<file path="config.mk">
export PLATFORM = sky130hd
export DESIGN_NAME = tfad_decode
export DESIGN_NICKNAME = d
export VERILOG_FILES = /design/src/rtl/tfad_pkg.sv /design/src/rtl/tfad_decode.sv
export SDC_FILE = /design/constraint.sdc
export NUM_CORES = 1
export LEC_CHECK = 0
export BUFFER_PORTS_ARGS = -buffer_cell sky130_fd_sc_hd__buf_4
export CAP_MARGIN = 10
export CORE_MARGIN = 1
export CORE_UTILIZATION = 45
export DETAILED_ROUTE_END_ITERATION = 16
export PLACE_DENSITY = 0.71
export SYNTH_ARGS = -nofsm -noshare
export SYNTH_HDL_FRONTEND = slang
export SYNTH_SLANG_ARGS = --single-unit
</file>
<file path="constraint.sdc">
create_clock -name ref_clk -period 3.9 [get_ports ref_clk]
set_clock_uncertainty 0.05 [all_clocks]
set_input_delay 0.39 -clock ref_clk [delete_from_list [all_inputs] [get_ports ref_clk]]
set_output_delay 0.39 -clock ref_clk [all_outputs]
set_load 0.1 [all_outputs]
</file>
<file path="src/rtl/tfad_pkg.sv">
package tfad_pkg;

  // mapping-select field
  localparam int INDEX_W = 6;
  localparam logic [5:0] INDEX_RESET = 6'h00;
  localparam logic [5:0] INDEX_MEM = 6'h00;
  localparam logic [5:0] INDEX_CONTIG = 6'h01;
  localparam logic [5:0] INDEX_PRIMARY = 6'h02;
  localparam logic [5:0] INDEX_SECONDARY = 6'h03;

  // host address layout
  localparam int ADDR_W = 11;
  localparam int A_BYTE_WIN = 10;

  // base compares on a9..a4 and low compares on a2..a0 for the fixed i/o maps
  localparam logic [5:0] PRI_TASK_BASE = 6'h1f;
  localparam logic [5:0] PRI_ALT_BASE = 6'h3f;
  localparam logic [5:0] SEC_TASK_BASE = 6'h17;
  localparam logic [5:0] SEC_ALT_BASE = 6'h37;
  localparam logic [2:0] ALT_LOW3 = 3'h6;
  localparam logic [2:0] DRV_LOW3 = 3'h7;

  // task file offsets
  localparam logic [3:0] OFF_DATA = 4'h0;
  localparam logic [3:0] OFF_ERR_FEAT = 4'h1;
  localparam logic [3:0] OFF_STAT_CMD = 4'h7;
  localparam logic [3:0] OFF_DUP_EVEN = 4'h8;
  localparam logic [3:0] OFF_DUP_ODD = 4'h9;
  localparam logic [3:0] OFF_DUP_ERR = 4'hd;
  localparam logic [3:0] OFF_ALT_CTL = 4'he;
  localparam logic [3:0] OFF_DRV_ADDR = 4'hf;

  // register reached by an access
  typedef enum logic [3:0] {
    TGT_NONE = 4'h0,
    TGT_DATA = 4'h1,
    TGT_ERR_FEAT = 4'h2,
    TGT_SEC_COUNT = 4'h3,
    TGT_SEC_NUM = 4'h4,
    TGT_CYL_LOW = 4'h5,
    TGT_CYL_HIGH = 4'h6,
    TGT_DRV_HEAD = 4'h7,
    TGT_STAT_CMD = 4'h8,
    TGT_ALT_CTL = 4'h9,
    TGT_DRV_ADDR = 4'ha,
    TGT_EVEN_DATA = 4'hb,
    TGT_ODD_DATA = 4'hc
  } tfad_tgt_t;

  // byte lanes of a data access
  typedef enum logic [1:0] {
    LANE_WORD = 2'h0,
    LANE_EVEN = 2'h1,
    LANE_ODD = 2'h2,
    LANE_NONE = 2'h3
  } tfad_lane_t;

  // active mapping
  typedef enum logic [2:0] {
    MODE_MEM = 3'h0,
    MODE_CONTIG = 3'h1,
    MODE_PRIMARY = 3'h2,
    MODE_SECONDARY = 3'h3,
    MODE_TRUE_IDE = 3'h4,
    MODE_UNMAPPED = 3'h7
  } tfad_mode_t;

endpackage

</file>
<file path="src/rtl/tfad_decode.sv">
// Functional notes
// - task file decode follows one of four mappings chosen by the index field.
// - output enable held low at power-up selects the True IDE mapping instead.
// - reads and writes at one offset reach different registers (1, 7, E, F).
// - memory mode: A10 low uses A3..A0; A10 high decodes A0 only.
// - offsets 9 and D duplicate odd data and error/feature in mem/contig.
// - contiguous i/o: register space low, A3..A0 pick the sixteen offsets.
// - primary i/o answers only when A9..A4 is 1Fh or 3Fh and A3 is 0.
// - secondary i/o: 17h task file, 37h with 110/111 alt status/drive addr.
// - index field returns to zero on power-on, hard and soft reset.
// - primary map spans 1F0h..1F7h plus 3F6h..3F7h.
// - True IDE: enables high/low pick task file, reversed pick alt/drive.
module tfad_decode (
  // clock and reset
  input wire logic ref_clk,
  input wire logic reset_n,
  // host address and select
  input wire logic [10:0] host_addr,
  input wire logic reg_space_n,
  input wire logic card_enable_low_n,
  input wire logic card_enable_high_n,
  // host strobes
  input wire logic mem_oe_n,
  input wire logic mem_we_n,
  input wire logic io_rd_n,
  input wire logic io_wr_n,
  // mapping-select field and card resets
  input wire logic index_wr,
  input wire logic [5:0] index_wdata,
  input wire logic hard_reset,
  input wire logic soft_reset,
  // decode result
  output logic [3:0] tgt_sel,
  output logic [1:0] lane_sel,
  output logic access_rd,
  output logic access_wr,
  output logic access_miss,
  // mapping state
  output logic [2:0] mode_out,
  output logic [5:0] index_out,
  output logic true_ide_out
);

  // offset within the sixteen-register layout to its target
  function automatic tfad_pkg::tfad_tgt_t off_to_tgt(
    input logic [3:0] off,
    input logic wr
  );
    tfad_pkg::tfad_tgt_t t;
    t = tfad_pkg::TGT_NONE;
    case (off)
      4'h0: t = tfad_pkg::TGT_DATA;
      4'h1: t = tfad_pkg::TGT_ERR_FEAT;
      4'h2: t = tfad_pkg::TGT_SEC_COUNT;
      4'h3: t = tfad_pkg::TGT_SEC_NUM;
      4'h4: t = tfad_pkg::TGT_CYL_LOW;
      4'h5: t = tfad_pkg::TGT_CYL_HIGH;
      4'h6: t = tfad_pkg::TGT_DRV_HEAD;
      4'h7: t = tfad_pkg::TGT_STAT_CMD;
      4'h8: t = tfad_pkg::TGT_EVEN_DATA;
      4'h9: t = tfad_pkg::TGT_ODD_DATA;
      4'hd: t = tfad_pkg::TGT_ERR_FEAT;
      4'he: t = tfad_pkg::TGT_ALT_CTL;
      4'hf: t = wr ? tfad_pkg::TGT_NONE : tfad_pkg::TGT_DRV_ADDR;
      default: t = tfad_pkg::TGT_NONE;
    endcase
    return t;
  endfunction

  // byte lanes from the two card enables and a0
  function automatic tfad_pkg::tfad_lane_t lane_of(
    input logic ce_lo_n,
    input logic ce_hi_n,
    input logic a0
  );
    tfad_pkg::tfad_lane_t l;
    l = tfad_pkg::LANE_NONE;
    if (!ce_lo_n && !ce_hi_n) begin
      l = tfad_pkg::LANE_WORD;
    end else if (!ce_lo_n) begin
      l = a0 ? tfad_pkg::LANE_ODD : tfad_pkg::LANE_EVEN;
    end else if (!ce_hi_n) begin
      l = tfad_pkg::LANE_ODD;
    end
    return l;
  endfunction

  // mapping state
  logic [5:0] index_r;
  logic [5:0] index_nxt;
  logic strap_taken_r;
  logic strap_taken_nxt;
  logic true_ide_r;
  logic true_ide_nxt;

  // decode registers
  tfad_pkg::tfad_tgt_t tgt_r;
  tfad_pkg::tfad_tgt_t tgt_nxt;
  tfad_pkg::tfad_lane_t lane_r;
  tfad_pkg::tfad_lane_t lane_nxt;
  tfad_pkg::tfad_mode_t mode_r;
  tfad_pkg::tfad_mode_t mode_nxt;
  logic rd_r;
  logic rd_nxt;
  logic wr_r;
  logic wr_nxt;
  logic miss_r;
  logic miss_nxt;

  // combinational decode terms
  logic rd_cyc;
  logic wr_cyc;
  logic any_ce;
  logic [5:0] a9_4;
  logic [2:0] a2_0;

  // mapping state next values
  always_comb begin
    index_nxt = index_r;
    strap_taken_nxt = 1'b1;
    true_ide_nxt = true_ide_r;
    if (!strap_taken_r) begin
      true_ide_nxt = ~mem_oe_n;
    end
    if (hard_reset || soft_reset) begin
      index_nxt = tfad_pkg::INDEX_RESET;
    end else if (index_wr) begin
      index_nxt = index_wdata;
    end
  end

  // mapping state registers
  always_ff @(posedge ref_clk) begin
    if (!reset_n) begin
      index_r <= tfad_pkg::INDEX_RESET;
      strap_taken_r <= 1'b0;
      true_ide_r <= 1'b0;
    end else begin
      index_r <= index_nxt;
      strap_taken_r <= strap_taken_nxt;
      true_ide_r <= true_ide_nxt;
    end
  end

  // address fields
  assign a9_4 = host_addr[9:4];
  assign a2_0 = host_addr[2:0];
  assign any_ce = ~(card_enable_low_n & card_enable_high_n);

  // active mapping and strobes of that mapping
  always_comb begin
    mode_nxt = tfad_pkg::MODE_UNMAPPED;
    if (true_ide_r) begin
      mode_nxt = tfad_pkg::MODE_TRUE_IDE;
    end else begin
      case (index_r)
        tfad_pkg::INDEX_MEM: mode_nxt = tfad_pkg::MODE_MEM;
        tfad_pkg::INDEX_CONTIG: mode_nxt = tfad_pkg::MODE_CONTIG;
        tfad_pkg::INDEX_PRIMARY: mode_nxt = tfad_pkg::MODE_PRIMARY;
        tfad_pkg::INDEX_SECONDARY: mode_nxt = tfad_pkg::MODE_SECONDARY;
        default: mode_nxt = tfad_pkg::MODE_UNMAPPED;
      endcase
    end
    if (mode_nxt == tfad_pkg::MODE_MEM) begin
      rd_cyc = reg_space_n && !mem_oe_n;
      wr_cyc = reg_space_n && !mem_we_n;
    end else if (mode_nxt == tfad_pkg::MODE_TRUE_IDE) begin
      rd_cyc = !io_rd_n;
      wr_cyc = !io_wr_n;
    end else begin
      rd_cyc = !reg_space_n && !io_rd_n;
      wr_cyc = !reg_space_n && !io_wr_n;
    end
  end

  // target register of the current host cycle
  always_comb begin
    tgt_nxt = tfad_pkg::TGT_NONE;
    lane_nxt = tfad_pkg::LANE_NONE;
    case (mode_nxt)
      tfad_pkg::MODE_MEM: begin
        if (host_addr[tfad_pkg::A_BYTE_WIN]) begin
          tgt_nxt = host_addr[0] ? tfad_pkg::TGT_ODD_DATA
                                 : tfad_pkg::TGT_EVEN_DATA;
        end else begin
          tgt_nxt = off_to_tgt(host_addr[3:0], wr_cyc);
        end
      end
      tfad_pkg::MODE_CONTIG: begin
        tgt_nxt = off_to_tgt(host_addr[3:0], wr_cyc);
      end
      tfad_pkg::MODE_PRIMARY: begin
        if (a9_4 == tfad_pkg::PRI_TASK_BASE && !host_addr[3]) begin
          tgt_nxt = off_to_tgt({1'b0, a2_0}, wr_cyc);
        end else if (a9_4 == tfad_pkg::PRI_ALT_BASE && !host_addr[3]) begin
          if (a2_0 == tfad_pkg::ALT_LOW3) begin
            tgt_nxt = off_to_tgt(tfad_pkg::OFF_ALT_CTL, wr_cyc);
          end else if (a2_0 == tfad_pkg::DRV_LOW3) begin
            tgt_nxt = off_to_tgt(tfad_pkg::OFF_DRV_ADDR, wr_cyc);
          end
        end
      end
      tfad_pkg::MODE_SECONDARY: begin
        if (a9_4 == tfad_pkg::SEC_TASK_BASE && !host_addr[3]) begin
          tgt_nxt = off_to_tgt({1'b0, a2_0}, wr_cyc);
        end else if (a9_4 == tfad_pkg::SEC_ALT_BASE && !host_addr[3]) begin
          if (a2_0 == tfad_pkg::ALT_LOW3) begin
            tgt_nxt = off_to_tgt(tfad_pkg::OFF_ALT_CTL, wr_cyc);
          end else if (a2_0 == tfad_pkg::DRV_LOW3) begin
            tgt_nxt = off_to_tgt(tfad_pkg::OFF_DRV_ADDR, wr_cyc);
          end
        end
      end
      tfad_pkg::MODE_TRUE_IDE: begin
        if (card_enable_high_n && !card_enable_low_n) begin
          tgt_nxt = off_to_tgt({1'b0, a2_0}, wr_cyc);
        end else if (!card_enable_high_n && card_enable_low_n) begin
          if (a2_0 == tfad_pkg::ALT_LOW3) begin
            tgt_nxt = off_to_tgt(tfad_pkg::OFF_ALT_CTL, wr_cyc);
          end else if (a2_0 == tfad_pkg::DRV_LOW3) begin
            tgt_nxt = off_to_tgt(tfad_pkg::OFF_DRV_ADDR, wr_cyc);
          end
        end
      end
      default: begin
        tgt_nxt = tfad_pkg::TGT_NONE;
      end
    endcase
    // no cycle, both strobes at once, or no enable: nothing is reached
    if (!(rd_cyc ^ wr_cyc) || !any_ce) begin
      tgt_nxt = tfad_pkg::TGT_NONE;
    end
    if (tgt_nxt != tfad_pkg::TGT_NONE) begin
      if (mode_nxt == tfad_pkg::MODE_TRUE_IDE) begin
        lane_nxt = (tgt_nxt == tfad_pkg::TGT_DATA) ? tfad_pkg::LANE_WORD
                                                  : tfad_pkg::LANE_EVEN;
      end else begin
        lane_nxt = lane_of(card_enable_low_n, card_enable_high_n,
                           host_addr[0]);
      end
    end
    rd_nxt = rd_cyc && !wr_cyc && (tgt_nxt != tfad_pkg::TGT_NONE);
    wr_nxt = wr_cyc && !rd_cyc && (tgt_nxt != tfad_pkg::TGT_NONE);
    miss_nxt = (rd_cyc ^ wr_cyc) && any_ce &&
               (tgt_nxt == tfad_pkg::TGT_NONE);
  end

  // decode registers
  always_ff @(posedge ref_clk) begin
    if (!reset_n) begin
      tgt_r <= tfad_pkg::TGT_NONE;
      lane_r <= tfad_pkg::LANE_NONE;
      mode_r <= tfad_pkg::MODE_MEM;
      rd_r <= 1'b0;
      wr_r <= 1'b0;
      miss_r <= 1'b0;
    end else begin
      tgt_r <= tgt_nxt;
      lane_r <= lane_nxt;
      mode_r <= mode_nxt;
      rd_r <= rd_nxt;
      wr_r <= wr_nxt;
      miss_r <= miss_nxt;
    end
  end

  // outputs straight from flip-flops
  assign tgt_sel = tgt_r;
  assign lane_sel = lane_r;
  assign access_rd = rd_r;
  assign access_wr = wr_r;
  assign access_miss = miss_r;
  assign mode_out = mode_r;
  assign index_out = index_r;
  assign true_ide_out = true_ide_r;

endmodule

</file>
==> out/summary.txt <==
Core Util, Final: 65.6%
Max Cap Viol: 0
maximum clock frequency: 279 MHz
syn avg cell area: 8.31 sq um
commonest non-fill, non-tap cell in the layout: buf_4
Worst setup SP type: register
total internal power: 0.000343 W
Setup violations, final: 0
die height: 54.8 microns
Hold WC Path Type: primary input to register
final RePlAce weighted congestion: 0.840
DR vias/cell: 5.64
antenna violations before repair: 0
met2 routed WL: 1580 microns
total track usage: 22.5%
H-tree depth: 1
fillers: 226
post-synthesis sequential area ratio: 31.9%
Yosys warning count: 0
EDFF count, synth: 0
share of post-route cells with drive strength above 1: 31.3%
WP data arrival: 3720 ps
CP max FO: 4
DP Worst Slack: 401 ps
top cells by area, synth: dfxtp_1, ha_1, mux2i_1
Comb pwr share: 38.4%
setup bufs post-CTS: 0
Syn Nets: 186
CTS resizes: 0
row cnt: 18
multi-input logic area: 806 sq um
# IOs: 48
final worst slack: 318 ps
Pleak: 0.755 nW
GR Overflow Total: 0
peak supply drop: 0.000325 V
HPWL after DPL: 2540 microns
number of DRC markers in iteration 0: 33
P per Cell Area: 326 nW/um^2
vias after detailed routing: 1287
input/output buffers: 47
Core Region: 2540 sq um
sw power: 0.000201 W
CTS tree: built
synthesis-to-finish area growth: 33.1%
max-slew violation count: 0
first-pass GRT wire length: 4860 microns
CTS Buf Count: 3
Mapped Cells: 151
switching part of the total: 37.0%
drt drc: 0
RSZ-0062 raised after global routing: false
largest net degree at the start of global routing: 15
status: finished, final reports clean
most frequent cells in the layout: buf_4, dfxtp_1, nand2_1, nor2_1, a21oi_1
register area: 400 sq um
Top Layer Used: met4
Slew headroom: 45.2%
Synth cell types: 41
clock root buffer: clkbuf_4
final hold vios: 0
Worst setup EP type: register
Synth Cell Area: 1250 sq um
vias in the first global route: 1119
# hold bufs at CTS: 0
Worst Tran Pin Value: 815 ps
Yosys top cell by area: dfxtp_1
fin nets: 234
type of the worst setup path: register to register
fin crit period: 3580 ps
Worst-Skew Late Latency: 290 ps
Met3 Routed Length: 188 microns
Worst-path clk slew: 110 ps
area share of the largest cell type after synthesis: 31.9%
setup tns final: 0 ps
WHS: 226 ps
Longest Clk Path Bufs: 2
clock sink count: 20
Die ar.: 3000 sq um
Diodes inserted: 0
sequential power share: 40.4%
Initial Util: 49.3%
Routed wire per std cell: 13.7 microns
DRT Wirelength: 3120 microns
ys async rst share: 0%
Top FF cell, synth: dfxtp_1
Synth Register Bits: 20
fin crit share: 91.9%
Crit path required time: 4030 ps
drt first pass iters: 4
Metal-1 WL: 1340 microns
die width: 54.8 microns
Antenna Nets Post-Route: 0
clock share of power: 21.2%
## cell usage after synthesis (5+ instances only)
cell type   n
clkbuf_1    5
nand2_1    15
inv_1       8
ha_1        6
and2_1      7
dfxtp_1    20
o21ai_0     7
nor2_1     14
mux2i_1     7
a21oi_1    10
## worst paths after layout
check | startpoint | to | slack (ps) | depth (start not counted)
max reg2reg | index_out[5] | lane_sel[0] | 320 | 9
max | index_out[5] | lane_sel[0] | 320 | 9
min reg2reg | index_out[4] | index_out[4] | 510 | 2
min | reset_n | strap_taken_r | 230 | 1
## cell type report
cell class | count | area share (%)
clock buffers | 4 | 2.17
repair buffers | 48 | 21.6
inverters | 8 | 1.80
well taps | 30 | 2.25
flip-flops and latches | 20 | 24.0
multi-input cells | 118 | 48.2
## logic make-up after synthesis
group / count (synthesis) / synth area share, %
and+or+nand+nor: 64 / 28.2
AOI/OAI and AO/OA: 37 / 20.3
DFF: 20 / 31.9
buffers and inverters: 13 / 3.89
muxes: 9 / 8.28
adders and majority gates: 6 / 5.98
xor gates and xnor gates: 2 / 1.40
## per-layer routing
| layer | vias to the layer above | GRT usage (%) |
|---|---|---|
| met5 | - | 0 |
| met4 | 0 | 2.56 |
| met3 | 2 | 5.28 |
| met2 | 54 | 41.4 |
| met1 | 589 | 26.8 |
| li1 | 642 | - |
## state kept, by name, indices dropped and copies added (netlist names)
register	flops
mode_out	3
index_out	6
access_rd	1
lane_sel	2
access_miss	1
access_wr	1
strap_taken_r	1
tgt_sel	4
true_ide_out	1
## power by group through the flow
stage / combinational [W] / clock [W] / sequential [W]
after global routing: 0.000223 / 0.000127 / 0.000221
after floorplan: 0.0000797 / 0 / 0.000294
after global placement: 0.000206 / 0 / 0.000224
final: 0.000209 / 0.000115 / 0.000220
after CTS: 0.000209 / 0.000118 / 0.000220
after detailed placement: 0.000208 / 0 / 0.000225
## metrics by stage
| step | std cells | total power, W | area [sq um] |
|---|---|---|---|
| CTS | 228 | 0.000547 | 1670 |
| floorplan | 151 | 0.000374 | 1250 |
| detailed placement | 224 | 0.000433 | 1630 |
| global placement | 224 | 0.000431 | 1630 |
| finish | 228 | 0.000544 | 1670 |
| global route | 228 | 0.000571 | 1670 |
## worst max-delay path: stages, from the launching register on
cell	delay [ps]
dfxtp_1	360
or4_4	570
or4_4	470
mux2i_4	220
ha_1	290
a21oi_1	230
o21ai_0	270
o32ai_1	570
nor4b_1	340
o21ai_1	120
(Power assumes the default switching activity.)
